$ cat src/oda_pkg.sv
// oda_pkg: shared constants, enums and carriers for the opcode decoder.
// assumes one 200 MHz ref_clk domain; program memory answers byte reads.
package oda_pkg;

    // program counter after reset
    localparam logic [15:0] PC_RESET = 16'h0000;
    // oscillator clocks in one machine cycle
    localparam logic [5:0] CLK_MC_12T = 6'h0C;
    localparam logic [5:0] CLK_MC_6T = 6'h06;
    // fetch cycle plus retire cycle come off the machine-cycle budget
    localparam logic [5:0] CNT_OVERHEAD = 6'h02;
    // direct space split between data memory and function registers
    localparam logic [7:0] DIR_IRAM_MAX = 8'h7F;
    // byte base of bit-addressable data memory, upper nibble
    localparam logic [3:0] BIT_IRAM_BASE = 4'h2;

    // single opcodes
    localparam logic [7:0] OPC_NOP = 8'h00;
    localparam logic [7:0] OPC_INC_A = 8'h04;
    localparam logic [7:0] OPC_DEC_A = 8'h14;
    localparam logic [7:0] OPC_INC_PTR16 = 8'hA3;
    localparam logic [7:0] OPC_MUL = 8'hA4;
    localparam logic [7:0] OPC_DIV = 8'h84;
    localparam logic [7:0] OPC_DA = 8'hD4;
    localparam logic [7:0] OPC_CLR = 8'hE4;
    localparam logic [7:0] OPC_CPL = 8'hF4;
    localparam logic [7:0] OPC_RL = 8'h23;
    localparam logic [7:0] OPC_RLC = 8'h33;
    localparam logic [7:0] OPC_RR = 8'h03;
    localparam logic [7:0] OPC_RRC = 8'h13;
    localparam logic [7:0] OPC_SWAP = 8'hC4;
    localparam logic [7:0] OPC_MOVA_IMM = 8'h74;
    localparam logic [7:0] OPC_MOV_PTR16 = 8'h90;
    localparam logic [7:0] OPC_LJMP = 8'h02;
    localparam logic [7:0] OPC_LCALL = 8'h12;
    localparam logic [7:0] OPC_SJMP = 8'h80;
    localparam logic [7:0] OPC_JZ = 8'h60;
    localparam logic [7:0] OPC_JNZ = 8'h70;
    localparam logic [7:0] OPC_JC = 8'h40;
    localparam logic [7:0] OPC_JNC = 8'h50;
    localparam logic [7:0] OPC_JB = 8'h20;
    localparam logic [7:0] OPC_JNB = 8'h30;
    // page jump and call: low five opcode bits
    localparam logic [4:0] LO5_AJMP = 5'h01;
    localparam logic [4:0] LO5_ACALL = 5'h11;

    // family high nibbles
    localparam logic [3:0] NIB_INC = 4'h0;
    localparam logic [3:0] NIB_DEC = 4'h1;
    localparam logic [3:0] NIB_ADD = 4'h2;
    localparam logic [3:0] NIB_ADDC = 4'h3;
    localparam logic [3:0] NIB_ORL = 4'h4;
    localparam logic [3:0] NIB_ANL = 4'h5;
    localparam logic [3:0] NIB_XRL = 4'h6;
    localparam logic [3:0] NIB_SUBB = 4'h9;
    localparam logic [3:0] NIB_MOVA = 4'hE;
    // family low nibbles
    localparam logic [3:0] LO_DIRA = 4'h2;
    localparam logic [3:0] LO_DIRIMM = 4'h3;
    localparam logic [3:0] LO_IMM = 4'h4;
    localparam logic [3:0] LO_DIR = 4'h5;
    localparam logic [3:0] LO_IND = 4'h6;
    localparam logic [3:0] LO_REG = 4'h8;

    // operation classes
    typedef enum logic [4:0] {
        OP_NOP, OP_ADD, OP_ADDC, OP_SUBB, OP_INC, OP_DEC, OP_INC_PTR16,
        OP_MUL, OP_DIV, OP_DA, OP_ANL, OP_ORL, OP_XRL, OP_CLR, OP_CPL,
        OP_RL, OP_RLC, OP_RR, OP_RRC, OP_SWAP, OP_MOVA, OP_MOV_PTR16,
        OP_AJMP, OP_ACALL, OP_LJMP, OP_LCALL, OP_SJMP, OP_JCOND, OP_JBIT,
        OP_BAD
    } oda_op_t;

    // operand addressing modes
    typedef enum logic [3:0] {
        MD_NONE, MD_ACC, MD_REG, MD_IND, MD_DIR, MD_IMM, MD_IMM16,
        MD_DIRA, MD_DIRIMM, MD_PAGE, MD_LONG, MD_REL, MD_BITREL
    } oda_mode_t;

    // decode result of one opcode
    typedef struct packed {
        oda_op_t opClass;
        oda_mode_t mode;
        logic [1:0] len;
        logic [2:0] mcyc;
    } oda_dec_t;

    // fetched instruction
    typedef struct packed {
        oda_dec_t dec;
        logic [7:0] opcode;
        logic [7:0] op1;
        logic [7:0] op2;
    } oda_instr_t;

    // resolved operands
    typedef struct packed {
        logic [7:0] regAddr;
        logic [7:0] dirAddr;
        logic dirIsSfr;
        logic [7:0] imm8;
        logic [15:0] imm16;
        logic [7:0] bitAddr;
        logic [15:0] target;
        logic hasTarget;
    } oda_operand_t;

endpackage : oda_pkg

$ cat src/oda_decoder.sv
// oda_decoder: fetches opcode and operand bytes, decodes, paces cycles.
// assumes program memory on ref_clk; config and bank inputs on ref_clk.
// Contract
// - fetch 8-bit opcode, decide operand bytes
// - three-bit field picks bank register 0-7
// - direct 0-127 data memory, 128-255 registers
// - indirect address from register zero or one
// - immediates from stream, 8 or 16 bit
// - long jump/call carry full 16-bit target
// - page target keeps next instruction's 2k page
// - relative displacement added to next address
// - bit operand addresses one bit directly
// - one cycle is 12 or 6 clocks
// - increment forms; pointer increment two cycles
// - decrement forms decoded, one cycle each
// - multiply and divide: one byte, four cycles
// - decimal adjust: one byte, one cycle
// - and forms; direct-immediate form two cycles
// - or forms; direct-immediate form two cycles
// - xor forms; direct-immediate form two cycles
// - moves into accumulator, one cycle each
// - timing select: 12 clocks set, 6 cleared
`timescale 1ns/1ps
module oda_decoder (
    input wire logic ref_clk,
    input wire logic rst,
    input wire logic ce,
    input wire logic doubleSpeedTimingSelect,
    input wire logic [1:0] bankSel,
    output logic [15:0] pmAddr,
    output logic pmRd,
    input wire logic [7:0] pmData,
    input wire logic pmValid,
    output logic instrValid,
    output oda_pkg::oda_instr_t instr,
    output oda_pkg::oda_operand_t operand
);
    import oda_pkg::*;

    // one-hot sequencer states
    typedef enum logic [2:0] {
        ST_FETCH = 3'b001,
        ST_OPER = 3'b010,
        ST_EXEC = 3'b100
    } oda_state_t;

    // clocks taken by a number of machine cycles
    function automatic logic [5:0] mcClocks(input logic [2:0] mc,
                                            input logic is12);
        mcClocks = 6'(mc * (is12 ? CLK_MC_12T : CLK_MC_6T));
    endfunction : mcClocks

    // opcode to class, mode, length and machine cycles
    function automatic oda_dec_t decodeOp(input logic [7:0] op);
        oda_dec_t d;
        oda_op_t fam;
        d.opClass = OP_BAD;
        d.mode = MD_NONE;
        d.len = 2'd1;
        d.mcyc = 3'd1;
        // families sharing the low-nibble operand layout
        case (op[7:4])
            NIB_INC: fam = OP_INC;
            NIB_DEC: fam = OP_DEC;
            NIB_ADD: fam = OP_ADD;
            NIB_ADDC: fam = OP_ADDC;
            NIB_SUBB: fam = OP_SUBB;
            NIB_ANL: fam = OP_ANL;
            NIB_ORL: fam = OP_ORL;
            NIB_XRL: fam = OP_XRL;
            NIB_MOVA: fam = OP_MOVA;
            default: fam = OP_BAD;
        endcase
        if (fam != OP_BAD && op[3:0] >= LO_IMM) begin
            d.opClass = fam;
            if (op[3:0] >= LO_REG) begin
                d.mode = MD_REG;
            end else if (op[3:0] >= LO_IND) begin
                d.mode = MD_IND;
            end else if (op[3:0] == LO_DIR) begin
                d.mode = MD_DIR;
                d.len = 2'd2;
            end else begin
                d.mode = MD_IMM;
                d.len = 2'd2;
            end
        end
        // logic ops writing a direct byte
        if (fam == OP_ANL || fam == OP_ORL || fam == OP_XRL) begin
            if (op[3:0] == LO_DIRA) begin
                d.opClass = fam;
                d.mode = MD_DIRA;
                d.len = 2'd2;
            end else if (op[3:0] == LO_DIRIMM) begin
                d.opClass = fam;
                d.mode = MD_DIRIMM;
                d.len = 2'd3;
                d.mcyc = 3'd2;
            end
        end
        // page jump and call share eight opcodes each
        if (op[4:0] == LO5_AJMP || op[4:0] == LO5_ACALL) begin
            d.opClass = op[4] ? OP_ACALL : OP_AJMP;
            d.mode = MD_PAGE;
            d.len = 2'd2;
            d.mcyc = 3'd2;
        end
        // single opcodes override the family layout
        case (op)
            OPC_NOP: d.opClass = OP_NOP;
            OPC_INC_A, OPC_DEC_A: begin
                d.mode = MD_ACC;
                d.len = 2'd1;
            end
            OPC_INC_PTR16: begin
                d.opClass = OP_INC_PTR16;
                d.mcyc = 3'd2;
            end
            OPC_MUL, OPC_DIV: begin
                d.opClass = op[5] ? OP_MUL : OP_DIV;
                d.mcyc = 3'd4;
            end
            OPC_DA: d.opClass = OP_DA;
            OPC_CLR: begin
                d.opClass = OP_CLR;
                d.mode = MD_NONE;
                d.len = 2'd1;
            end
            OPC_CPL: d.opClass = OP_CPL;
            OPC_RL: d.opClass = OP_RL;
            OPC_RLC: d.opClass = OP_RLC;
            OPC_RR: d.opClass = OP_RR;
            OPC_RRC: d.opClass = OP_RRC;
            OPC_SWAP: d.opClass = OP_SWAP;
            OPC_MOVA_IMM: begin
                d.opClass = OP_MOVA;
                d.mode = MD_IMM;
                d.len = 2'd2;
            end
            OPC_MOV_PTR16: begin
                d.opClass = OP_MOV_PTR16;
                d.mode = MD_IMM16;
                d.len = 2'd3;
                d.mcyc = 3'd2;
            end
            OPC_LJMP, OPC_LCALL: begin
                d.opClass = op[4] ? OP_LCALL : OP_LJMP;
                d.mode = MD_LONG;
                d.len = 2'd3;
                d.mcyc = 3'd2;
            end
            OPC_SJMP, OPC_JZ, OPC_JNZ, OPC_JC, OPC_JNC: begin
                d.opClass = (op == OPC_SJMP) ? OP_SJMP : OP_JCOND;
                d.mode = MD_REL;
                d.len = 2'd2;
                d.mcyc = 3'd2;
            end
            OPC_JB, OPC_JNB: begin
                d.opClass = OP_JBIT;
                d.mode = MD_BITREL;
                d.len = 2'd3;
                d.mcyc = 3'd2;
            end
            default: d.opClass = d.opClass;
        endcase
        decodeOp = d;
    endfunction : decodeOp

    oda_state_t state_r, state_nxt; // sequencer
    logic [15:0] pc_r, pc_nxt; // next byte to fetch
    oda_instr_t instr_r, instr_nxt; // instruction being fetched
    logic [1:0] byteIdx_r, byteIdx_nxt; // bytes taken so far
    logic [5:0] cnt_r, cnt_nxt; // clocks left before retire
    oda_operand_t operand_r, operand_nxt; // resolved operands
    oda_operand_t opdComb; // resolver output
    oda_dec_t decNow; // decode of the byte on the bus
    logic latchOpd; // last byte taken this cycle

    assign decNow = decodeOp(pmData);

    // address resolution after the program counter passed all bytes
    oda_operand_resolve u_resolve (
        .instr(instr_nxt),
        .pcAfter(pc_nxt),
        .bankSel(bankSel),
        .operand(opdComb)
    );

    // sequencer next state
    always_comb begin
        state_nxt = state_r;
        pc_nxt = pc_r;
        instr_nxt = instr_r;
        byteIdx_nxt = byteIdx_r;
        cnt_nxt = (cnt_r != 6'd0) ? cnt_r - 6'd1 : cnt_r;
        latchOpd = 1'b0;
        pmRd = 1'b0;
        case (state_r)
            ST_FETCH: begin
                pmRd = ce;
                if (pmValid) begin
                    // opcode taken; budget fixed by the timing select
                    instr_nxt.dec = decNow;
                    instr_nxt.opcode = pmData;
                    instr_nxt.op1 = 8'h00;
                    instr_nxt.op2 = 8'h00;
                    pc_nxt = pc_r + 16'd1;
                    byteIdx_nxt = 2'd1;
                    cnt_nxt = mcClocks(decNow.mcyc, doubleSpeedTimingSelect)
                              - CNT_OVERHEAD;
                    if (decNow.len == 2'd1) begin
                        state_nxt = ST_EXEC;
                        latchOpd = 1'b1;
                    end else begin
                        state_nxt = ST_OPER;
                    end
                end
            end
            ST_OPER: begin
                pmRd = ce;
                if (pmValid) begin
                    // operand bytes in stream order
                    if (byteIdx_r == 2'd1) begin
                        instr_nxt.op1 = pmData;
                    end else begin
                        instr_nxt.op2 = pmData;
                    end
                    pc_nxt = pc_r + 16'd1;
                    byteIdx_nxt = byteIdx_r + 2'd1;
                    if (byteIdx_nxt == instr_r.dec.len) begin
                        state_nxt = ST_EXEC;
                        latchOpd = 1'b1;
                    end
                end
            end
            ST_EXEC: begin
                // hold until the cycle budget is spent
                if (cnt_r == 6'd0) begin
                    state_nxt = ST_FETCH;
                end
            end
            default: begin
                state_nxt = ST_FETCH;
            end
        endcase
    end

    // operands held until the last byte of the next instruction
    assign operand_nxt = latchOpd ? opdComb : operand_r;

    // sequencer registers
    always_ff @(posedge ref_clk or posedge rst) begin
        if (rst) begin
            state_r <= ST_FETCH;
            pc_r <= PC_RESET;
            instr_r <= '0;
            byteIdx_r <= 2'd0;
            cnt_r <= 6'd0;
            operand_r <= '0;
        end else if (ce) begin
            state_r <= state_nxt;
            pc_r <= pc_nxt;
            instr_r <= instr_nxt;
            byteIdx_r <= byteIdx_nxt;
            cnt_r <= cnt_nxt;
            operand_r <= operand_nxt;
        end
    end

    // outputs
    assign pmAddr = pc_r;
    assign instr = instr_r;
    assign operand = operand_r;
    assign instrValid = ce && (state_r == ST_EXEC) && (cnt_r == 6'd0);

    // checking helpers: span since opcode, stall seen, start address
    logic [5:0] span_r, span_nxt;
    logic stall_r, stall_nxt;
    logic [15:0] startPc_r, startPc_nxt;
    logic selTake_r, selTake_nxt; // timing select seen at opcode take
    logic take;
    always_comb begin
        take = (state_r == ST_FETCH) && pmValid;
        span_nxt = take ? 6'd0 : span_r + 6'd1;
        stall_nxt = take ? 1'b0 :
                    (stall_r || ((state_r == ST_OPER) && !pmValid));
        startPc_nxt = take ? pc_r : startPc_r;
        selTake_nxt = take ? doubleSpeedTimingSelect : selTake_r;
    end
    always_ff @(posedge ref_clk or posedge rst) begin
        if (rst) begin
            span_r <= 6'd0;
            stall_r <= 1'b0;
            startPc_r <= PC_RESET;
            selTake_r <= 1'b0;
        end else if (ce) begin
            span_r <= span_nxt;
            stall_r <= stall_nxt;
            startPc_r <= startPc_nxt;
            selTake_r <= selTake_nxt;
        end
    end
endmodule : oda_decoder

$ cat src/oda_operand_resolve.sv
// oda_operand_resolve: turns opcode and operand bytes into addresses.
// purely combinational; pcAfter must already point past the instruction.
`timescale 1ns/1ps
module oda_operand_resolve (
    input oda_pkg::oda_instr_t instr,
    input wire logic [15:0] pcAfter,
    input wire logic [1:0] bankSel,
    output oda_pkg::oda_operand_t operand
);
    import oda_pkg::*;

    // relative target from a signed displacement
    function automatic logic [15:0] relTarget(input logic [15:0] pc,
                                              input logic [7:0] disp);
        relTarget = pc + {{8{disp[7]}}, disp};
    endfunction : relTarget

    // direct byte above the data-memory range is a function register
    function automatic logic isSfr(input logic [7:0] addr);
        isSfr = (addr > DIR_IRAM_MAX);
    endfunction : isSfr

    // operand fields by mode
    always_comb begin
        operand = '0;
        case (instr.dec.mode)
            MD_REG: begin
                operand.regAddr = {3'b000, bankSel, instr.opcode[2:0]};
            end
            MD_IND: begin
                // pointer register zero or one of the bank
                operand.regAddr = {3'b000, bankSel, 2'b00, instr.opcode[0]};
            end
            MD_DIR, MD_DIRA: begin
                operand.dirAddr = instr.op1;
                operand.dirIsSfr = isSfr(instr.op1);
            end
            MD_DIRIMM: begin
                operand.dirAddr = instr.op1;
                operand.dirIsSfr = isSfr(instr.op1);
                operand.imm8 = instr.op2;
            end
            MD_IMM: begin
                operand.imm8 = instr.op1;
            end
            MD_IMM16: begin
                operand.imm16 = {instr.op1, instr.op2};
            end
            MD_LONG: begin
                // full 64k reach, high byte first
                operand.target = {instr.op1, instr.op2};
                operand.hasTarget = 1'b1;
            end
            MD_PAGE: begin
                // stays in the 2k page of the next instruction
                operand.target = {pcAfter[15:11], instr.opcode[7:5],
                                  instr.op1};
                operand.hasTarget = 1'b1;
            end
            MD_REL: begin
                operand.target = relTarget(pcAfter, instr.op1);
                operand.hasTarget = 1'b1;
            end
            MD_BITREL: begin
                // bit address and the byte holding it
                operand.bitAddr = instr.op1;
                operand.dirIsSfr = isSfr(instr.op1);
                operand.dirAddr = isSfr(instr.op1) ?
                    {instr.op1[7:3], 3'b000} :
                    {BIT_IRAM_BASE, instr.op1[6:3]};
                operand.target = relTarget(pcAfter, instr.op2);
                operand.hasTarget = 1'b1;
            end
            default: begin
                operand.hasTarget = 1'b0;
            end
        endcase
    end

endmodule : oda_operand_resolve

$ cat config.mk
export PLATFORM = sky130hd
export DESIGN_NAME = oda_decoder
export DESIGN_NICKNAME = d
export VERILOG_FILES = /design/src/oda_pkg.sv /design/src/oda_decoder.sv /design/src/oda_operand_resolve.sv
export SDC_FILE = /design/constraint.sdc
export NUM_CORES = 1
export LEC_CHECK = 0
export ABC_AREA = 1
export BUFFER_PORTS_ARGS = -buffer_cell sky130_fd_sc_hd__buf_2
export CORE_ASPECT_RATIO = 1.1
export CORE_MARGIN = 5
export CORE_UTILIZATION = 40
export DETAILED_ROUTE_END_ITERATION = 10
export GPL_ROUTABILITY_DRIVEN = 0
export GPL_TIMING_DRIVEN = 1
export PLACE_DENSITY = 0.63
export SLEW_MARGIN = 20
export SYNTH_ARGS = -nofsm -noshare
export SYNTH_HDL_FRONTEND = slang
export SYNTH_HIERARCHICAL = 1
export SYNTH_SLANG_ARGS = --single-unit
$ cat constraint.sdc
create_clock -name ref_clk -period 4.4 [get_ports ref_clk]
set_input_delay 0.88 -clock ref_clk [delete_from_list [all_inputs] [get_ports ref_clk]]
set_output_delay 0.88 -clock ref_clk [all_outputs]
set_load 0.01 [all_outputs]
==> flow_summary.ini, run 1 <==
[critical_path]
critical_path_class = in -> reg
cp_max_fo = 6
cp_data_required_time_ns = 4.72
r2r_cells = 20
arrival_ns = 4.43
endpoint_kind = register
startpoint_type = input port

[timing]
finalCriticalPeriod_ns = 4.12
timing.fmax_mhz = 243
worst_hold_slack_ns = 0.465
finalCritPeriodShare_pct = 93.5
max_slew_margin_pct = 43.4
timing.clock.skew_ns = 0.0122
setup_viol = 0
hold_violations = 0
fin_tns_setup_ns = 0
tightestPinTransition_ns = 0.850
maxSlewViolCount = 0

[run]
max_cap_violations = 0

[grt]
globalRouteTotalUtil_pct = 22.8
grt_pass1_wl_um = 45500
grt_max_degree = 68
overflow = 0
antenna_found_initial = 0
grt_pass1_vias = 8747

[cts]
cts-buffers-inserted = 17
cts.sinks = 131
clock_path_buffers = 2
ctsResizeCount = 0
post_cts_buffers = 0
htree_levels = 4
insertion_delay_ns = 0.43
cts-root-buf = clkbuf_16
hold_buffers = 0
cts_tree = yes
clk_pin_slew_ns = 0.06

[worst_hold_path]
hold_class = reg -> reg
hold_path_depth = 2

[floorplan]
initial_core_util_pct = 40.2
fp.coreArea_sq_um = 21900
die_w_um = 152
boundaryPins = 137
die_area_sq_um = 25100
die_y_um = 166
rows = 57

[placement]
port_buffers = 136
place_area_sq_um = 10400
dp_hpwl_um = 21300
dp_cells = 1761

[power_and_ir_drop]
share_comb_of_total_power_pct = 39.8
pwr_density_cell_nw_per_um2 = 488
p_sw_share_pct = 40.1
ir_drop_v = 0.000324
switchingPower_mw = 2.18
pwr-share-clk_pct = 29.0
seqPwrFrac_pct = 31.1
p_int_mw = 3.25
p_leak_nw = 6.15

[layout]
area_growth_pct = 26.5
fin_area_sq_um = 11100
final_cells = 1793
antenna_cells = 0
layout.nets = 1535
utilization_pct = 50.9
final_layout_size_suffix_gt1_share_pct = 23.4

[yosys]
avgSynthCellArea_sq_um = 6.88
netlist_area_sq_um = 8810
yosys_warnings = 6
netlist_instances = 1280

[detailed_routing]
via_count = 9034
wirelength_um = 28300
drt_iter0_markers = 746
ant_nets = 0
vias_per_cell = 5.04
first_pass_iters = 5
post_drt_wl_per_cell_um = 15.8
drc = 0

[outcome]
outcome = finished, final reports clean
## placed cells by master, fill, tap and decap left out, types with 5 or more instances in the layout
| cell | count |
|---|---|
| a21oi_1 | 21 |
| buf_2 | 135 |
| buf_4 | 96 |
| clkbuf_16 | 17 |
| dfrtp_1 | 130 |
| ha_1 | 26 |
| inv_1 | 168 |
| inv_2 | 13 |
| nand2_1 | 395 |
| nand2_2 | 14 |
| nand3_1 | 129 |
| nand4_1 | 9 |
| nor2_1 | 87 |
| nor2_2 | 11 |
| nor2_4 | 6 |
| nor3_1 | 13 |
| o211ai_1 | 6 |
| o21ai_0 | 69 |
| o21ai_1 | 21 |
| o21ai_2 | 6 |
| o221ai_1 | 5 |
| o22ai_1 | 31 |
| or2_2 | 7 |
| xor2_1 | 16 |
## critical path, stage by stage
cell and delay (ns):
buf_2 0.12, inv_1 0.17, ha_2 0.24, inv_1 0.08, nor3_2 0.29, nor2_1 0.10, inv_1 0.13, nor2_4 0.06
o41ai_2 0.31, o21ai_2 0.13, nor2_4 0.11, nand2_2 0.10, nand2_1 0.07, o21ai_1 0.08, ha_2 0.22, fa_2 0.36
nand2_2 0.10, nand2_1 0.06, nand3b_1 0.09, nand2_2 0.09, or2_2 0.29, nand3_2 0.11, nand3_2 0.08, nand3_1 0.09
nand2_1 0.06
## routing by layer
layer  vias to the layer above  global-route usage (%)  part of all wire, %  wire length [um]
li1                       4516                       -                    -                 -
met4                         0                    9.34                  3.8              1060
met2                       303                    37.3                   48             13600
met5                         -                       0                    0                 0
met1                      4143                    29.9                   43             12000
met3                        72                    3.85                  5.7              1620
## worst paths after layout
path / startpoint / endpoint / slack, ns
setup / recovery: pmData[4] / operand[7]$_DFFE_PP0P_ / 0.28
hold / removal: operand[14]$_DFFE_PP0P_ / operand[14]$_DFFE_PP0P_ / 0.47
setup reg to reg: state_r[0]$_DFFE_PP1P_ / operand[7]$_DFFE_PP0P_ / 1.00
hold reg to reg: operand[14]$_DFFE_PP0P_ / operand[14]$_DFFE_PP0P_ / 0.47
max in group asynchronous: rst / instr[32]$_DFFE_PP0P_ / 2.90
min in group asynchronous: rst / operand[49]$_DFFE_PP0P_ / 0.63
## stage by stage
step	power [mW]	setup slack, ns
global placement	3.81	-0.352
CTS	5.44	0.00657
finish	5.43	0.285
global route	5.79	-0.00847
detailed placement	3.84	-0.423
floorplan	2.99	0.0115
## power groups by stage
stage | registers (mW) | clock network [mW] | logic, mW
global placement | 1.71 | 0 | 2.10
global route | 1.73 | 1.66 | 2.40
detailed placement | 1.71 | 0 | 2.13
CTS | 1.69 | 1.60 | 2.14
finish | 1.69 | 1.58 | 2.17
floorplan | 1.77 | 0 | 1.22
## final cells by class
class | count | area (sq um)
Inverter | 183 | 693
Sequential cell | 131 | 3280
Clock buffer | 17 | 425
Multi-Input combinational cell | 918 | 4710
Fill cell | 2245 | 10800
Tap cell | 295 | 369
Timing Repair Buffer | 234 | 1440
Clock inverter | 15 | 219
## sequential cells by signal, indices dropped and copies added, names as in the netlist
register / flops
pmAddr: 16
operand: 66
instr: 38
cnt_r: 6
byteIdx_r: 2
state_r: 3
No activity file was read; power rests on OpenSTA's default activity.
==> inputs of run 2 (changes only) <==
--- a/config.mk
+++ b/config.mk
@@ -17,5 +17,4 @@
 export SLEW_MARGIN = 20
 export SYNTH_ARGS = -nofsm -noshare
 export SYNTH_HDL_FRONTEND = slang
-export SYNTH_HIERARCHICAL = 1
 export SYNTH_SLANG_ARGS = --single-unit
==> run 2 against run 1 <==
Synthesized cell count shrank 15%. Combinational power shrank 8%. Count of clock-buffer cells in the layout is the same. Core utilization grew 1.2 points. Worst setup slack lost 0.090 ns. Sequential cell count shrank 3. Highest routed layer is now met5. Sequential power shrank 3%. Clock skew shrank 0.0013 ns. Fmax shrank 2.1%. Via count shrank 8.2%. Largest cell class unchanged. Clock power shrank 9%. Worst hold slack gained 0.0061 ns.
==> flow_summary.ini, run 2 <==
[detailed_routing]
wirelength_um = 26400
drc = 0
ant_nets = 0
drt_iter0_markers = 490
vias_per_cell = 5.26
first_pass_iters = 5
post_drt_wl_per_cell_um = 16.7
via_count = 8297

[yosys]
ys_seq_area_share_pct = 39.0
netlist_area_sq_um = 8220
async_reset_ff_share_pct = 100
synth_most_common_cell = nand2_1
yosysUniqueCellTypes = 67
avgSynthCellArea_sq_um = 7.53
synth_edf_count = 0
yosys.area.top_type = dfrtp_1
synth-main-ff-cell = dfrtp_1
synth_top_area_share_pct = 38.7
netlist_instances = 1092
synth.area.top_cells = dfrtp_1 39%, nand2_1 14%, o21ai_0 6.6%
ys_seq_elements = 128
synth.top_cells.by_count = 312 x nand2_1, 127 x dfrtp_1, 123 x inv_1
yosys_warnings = 0

[layout]
fin_area_sq_um = 10700
final_layout_size_suffix_gt1_share_pct = 29.1
layout.nets = 1356
n_fill_cell = 1994
final_cells = 1578
utilization_pct = 52.1
layout_common_cells = 297 x nand2_1, 131 x buf_2, 127 x dfrtp_1
largest_register_ffs = 63
final_common_cell = nand2_1
antenna_cells = 0
area_growth_pct = 29.6

[cts]
clock_path_buffers = 2
cts_tree = yes
hold_buffers = 0
insertion_delay_ns = 0.43
cts-root-buf = clkbuf_16
cts-buffers-inserted = 17
htree_levels = 4
clk_pin_slew_ns = 0.06
cts.sinks = 128

[run]
max_cap_violations = 0

[grt]
grtUsageMet3_pct = 4.37
grt_max_degree = 93
globalRouteTotalUtil_pct = 21.8
grt_pass1_wl_um = 41400
use_met1_pct = 27.3
antenna_found_initial = 1
grt_pass1_vias = 7972
met2_usage_pct = 37.2
overflow = 0
top_usage_layer = met2

[floorplan]
die_w_um = 147
fp.coreArea_sq_um = 20400
rows = 55
boundaryPins = 137
die_area_sq_um = 23500
initial_core_util_pct = 40.2
die_y_um = 160

[critical_path]
cp_data_required_time_ns = 4.72
endpoint_kind = register
crit_path_top_delay_cell = fa_2
startpoint_type = input port
cp_max_fo = 7
arrival_ns = 4.52
critical_path_class = in -> reg
crit_top_cell = nand2_1
critPathTopFamily = simple AND/OR/NAND/NOR gates
critPathBufInv = 4
cpPeakStageDelay_ns = 0.33

[placement]
port_buffers = 133
dp_cells = 1533
place_area_sq_um = 9770
dp_hpwl_um = 19800

[timing]
rsz0062_at_grt = yes
max_slew_margin_pct = 37.9
setup_viol = 0
finalCritPeriodShare_pct = 95.6
hold_violations = 0
timing.clock.skew_ns = 0.0109
tightestPinTransition_ns = 0.931
maxSlewViolCount = 0
timing.fmax_mhz = 238
finalCriticalPeriod_ns = 4.21

[power_and_ir_drop]
pwr_density_cell_nw_per_um2 = 477
p_leak_nw = 5.56
ir_drop_v = 0.000308

[outcome]
outcome = finished, final reports clean

[worst_hold_path]
hold_class = reg -> reg
==> run 2: cell types whose count changed in the layout (fill, tap and decap cells not counted), sizes merged, moves of 5 or more <==
cell,previous run,this run
a21oi,23,32
clkinvlp,1,7
inv,189,144
nand2,410,330
nand3,133,57
nor2,104,75
o21ai,96,117
o22ai,31,20
o31ai,3,13
xor2,16,21
==> run 2: cell type report <==
cell class                      count  area [sq um]  area share (%)
Timing Repair Buffer              232          1450            13.6
Clock inverter                     15           160            1.50
Inverter                          143           552            5.18
Sequential cell                   128          3200            30.1
Clock buffer                       17           425            3.99
Tap cell                          256           320            3.01
Multi-Input combinational cell    787          4540            42.6
==> run 2: power by group <==
group	switching [mW]	internal, mW
clock	0.597	0.839
sequential	0.216	1.42
combinational	1.26	0.745
total	2.07	3.01
==> run 2: routing by layer <==
layer  vias to the layer above  part of all wire [%]
li1                       4021                     -
met1                      3906                    42
met2                       308                    49
met3                        60                   6.6
met4                         2                   2.9
met5                         -                 0.027
==> run 2: worst paths after layout <==
kind | startpoint | to | slack, ns | cells after the start
max | pmData[4] | operand[15]$_DFFE_PP0P_ | 0.19 | 37
min | operand[13]$_DFFE_PP0P_ | operand[13]$_DFFE_PP0P_ | 0.47 | 2
max reg2reg | state_r[0]$_DFFE_PP1P_ | operand[11]$_DFFE_PP0P_ | 0.56 | 32
min reg2reg | operand[13]$_DFFE_PP0P_ | operand[13]$_DFFE_PP0P_ | 0.47 | 2
max in group asynchronous | rst | state_r[0]$_DFFE_PP1P_ | 2.88 | 3
min in group asynchronous | rst | operand[18]$_DFFE_PP0P_ | 0.61 | 2
==> run 2: cells by family (layout without fill, tap and decap cells) <==
family	count (synthesis)	count (layout)	share of synthesized area, %
compound gates	224	224	16.5
fa+ha+maj	32	32	5.05
xor+xnor	25	25	2.66
buf+inv	179	407	8.74
simple gates	503	503	28.0
other cells	1	3	0.0456
flops	128	128	39.0
==> run 2: worst min-delay path, stage by stage, from the launching register on <==
cell     delay, ns
dfrtp_1       0.33
nand2_1       0.05
nand2_1       0.05
==> run 2: per-stage QoR <==
stage	total power [mW]	setup slack [ns]	TNS (ns)	hold slack, ns
3_5_place_dp	3.59	-0.314	-2.04	0.461
3_3_place_gp	3.56	-0.219	-1.20	0.458
5_1_grt	5.39	-0.186	-0.711	0.501
6_report	5.08	0.195	0	0.471
4_1_cts	5.04	0.129	0	0.477
2_1_floorplan	2.83	-0.171	-0.746	0.452
==> run 2: repair_timing <==
| action | in CTS | in global routing |
|---|---|---|
| resized for setup | 0 | 49 |
| buffers inserted | 0 | 13 |
| endpoints found under the setup margin | 0 | 10 |
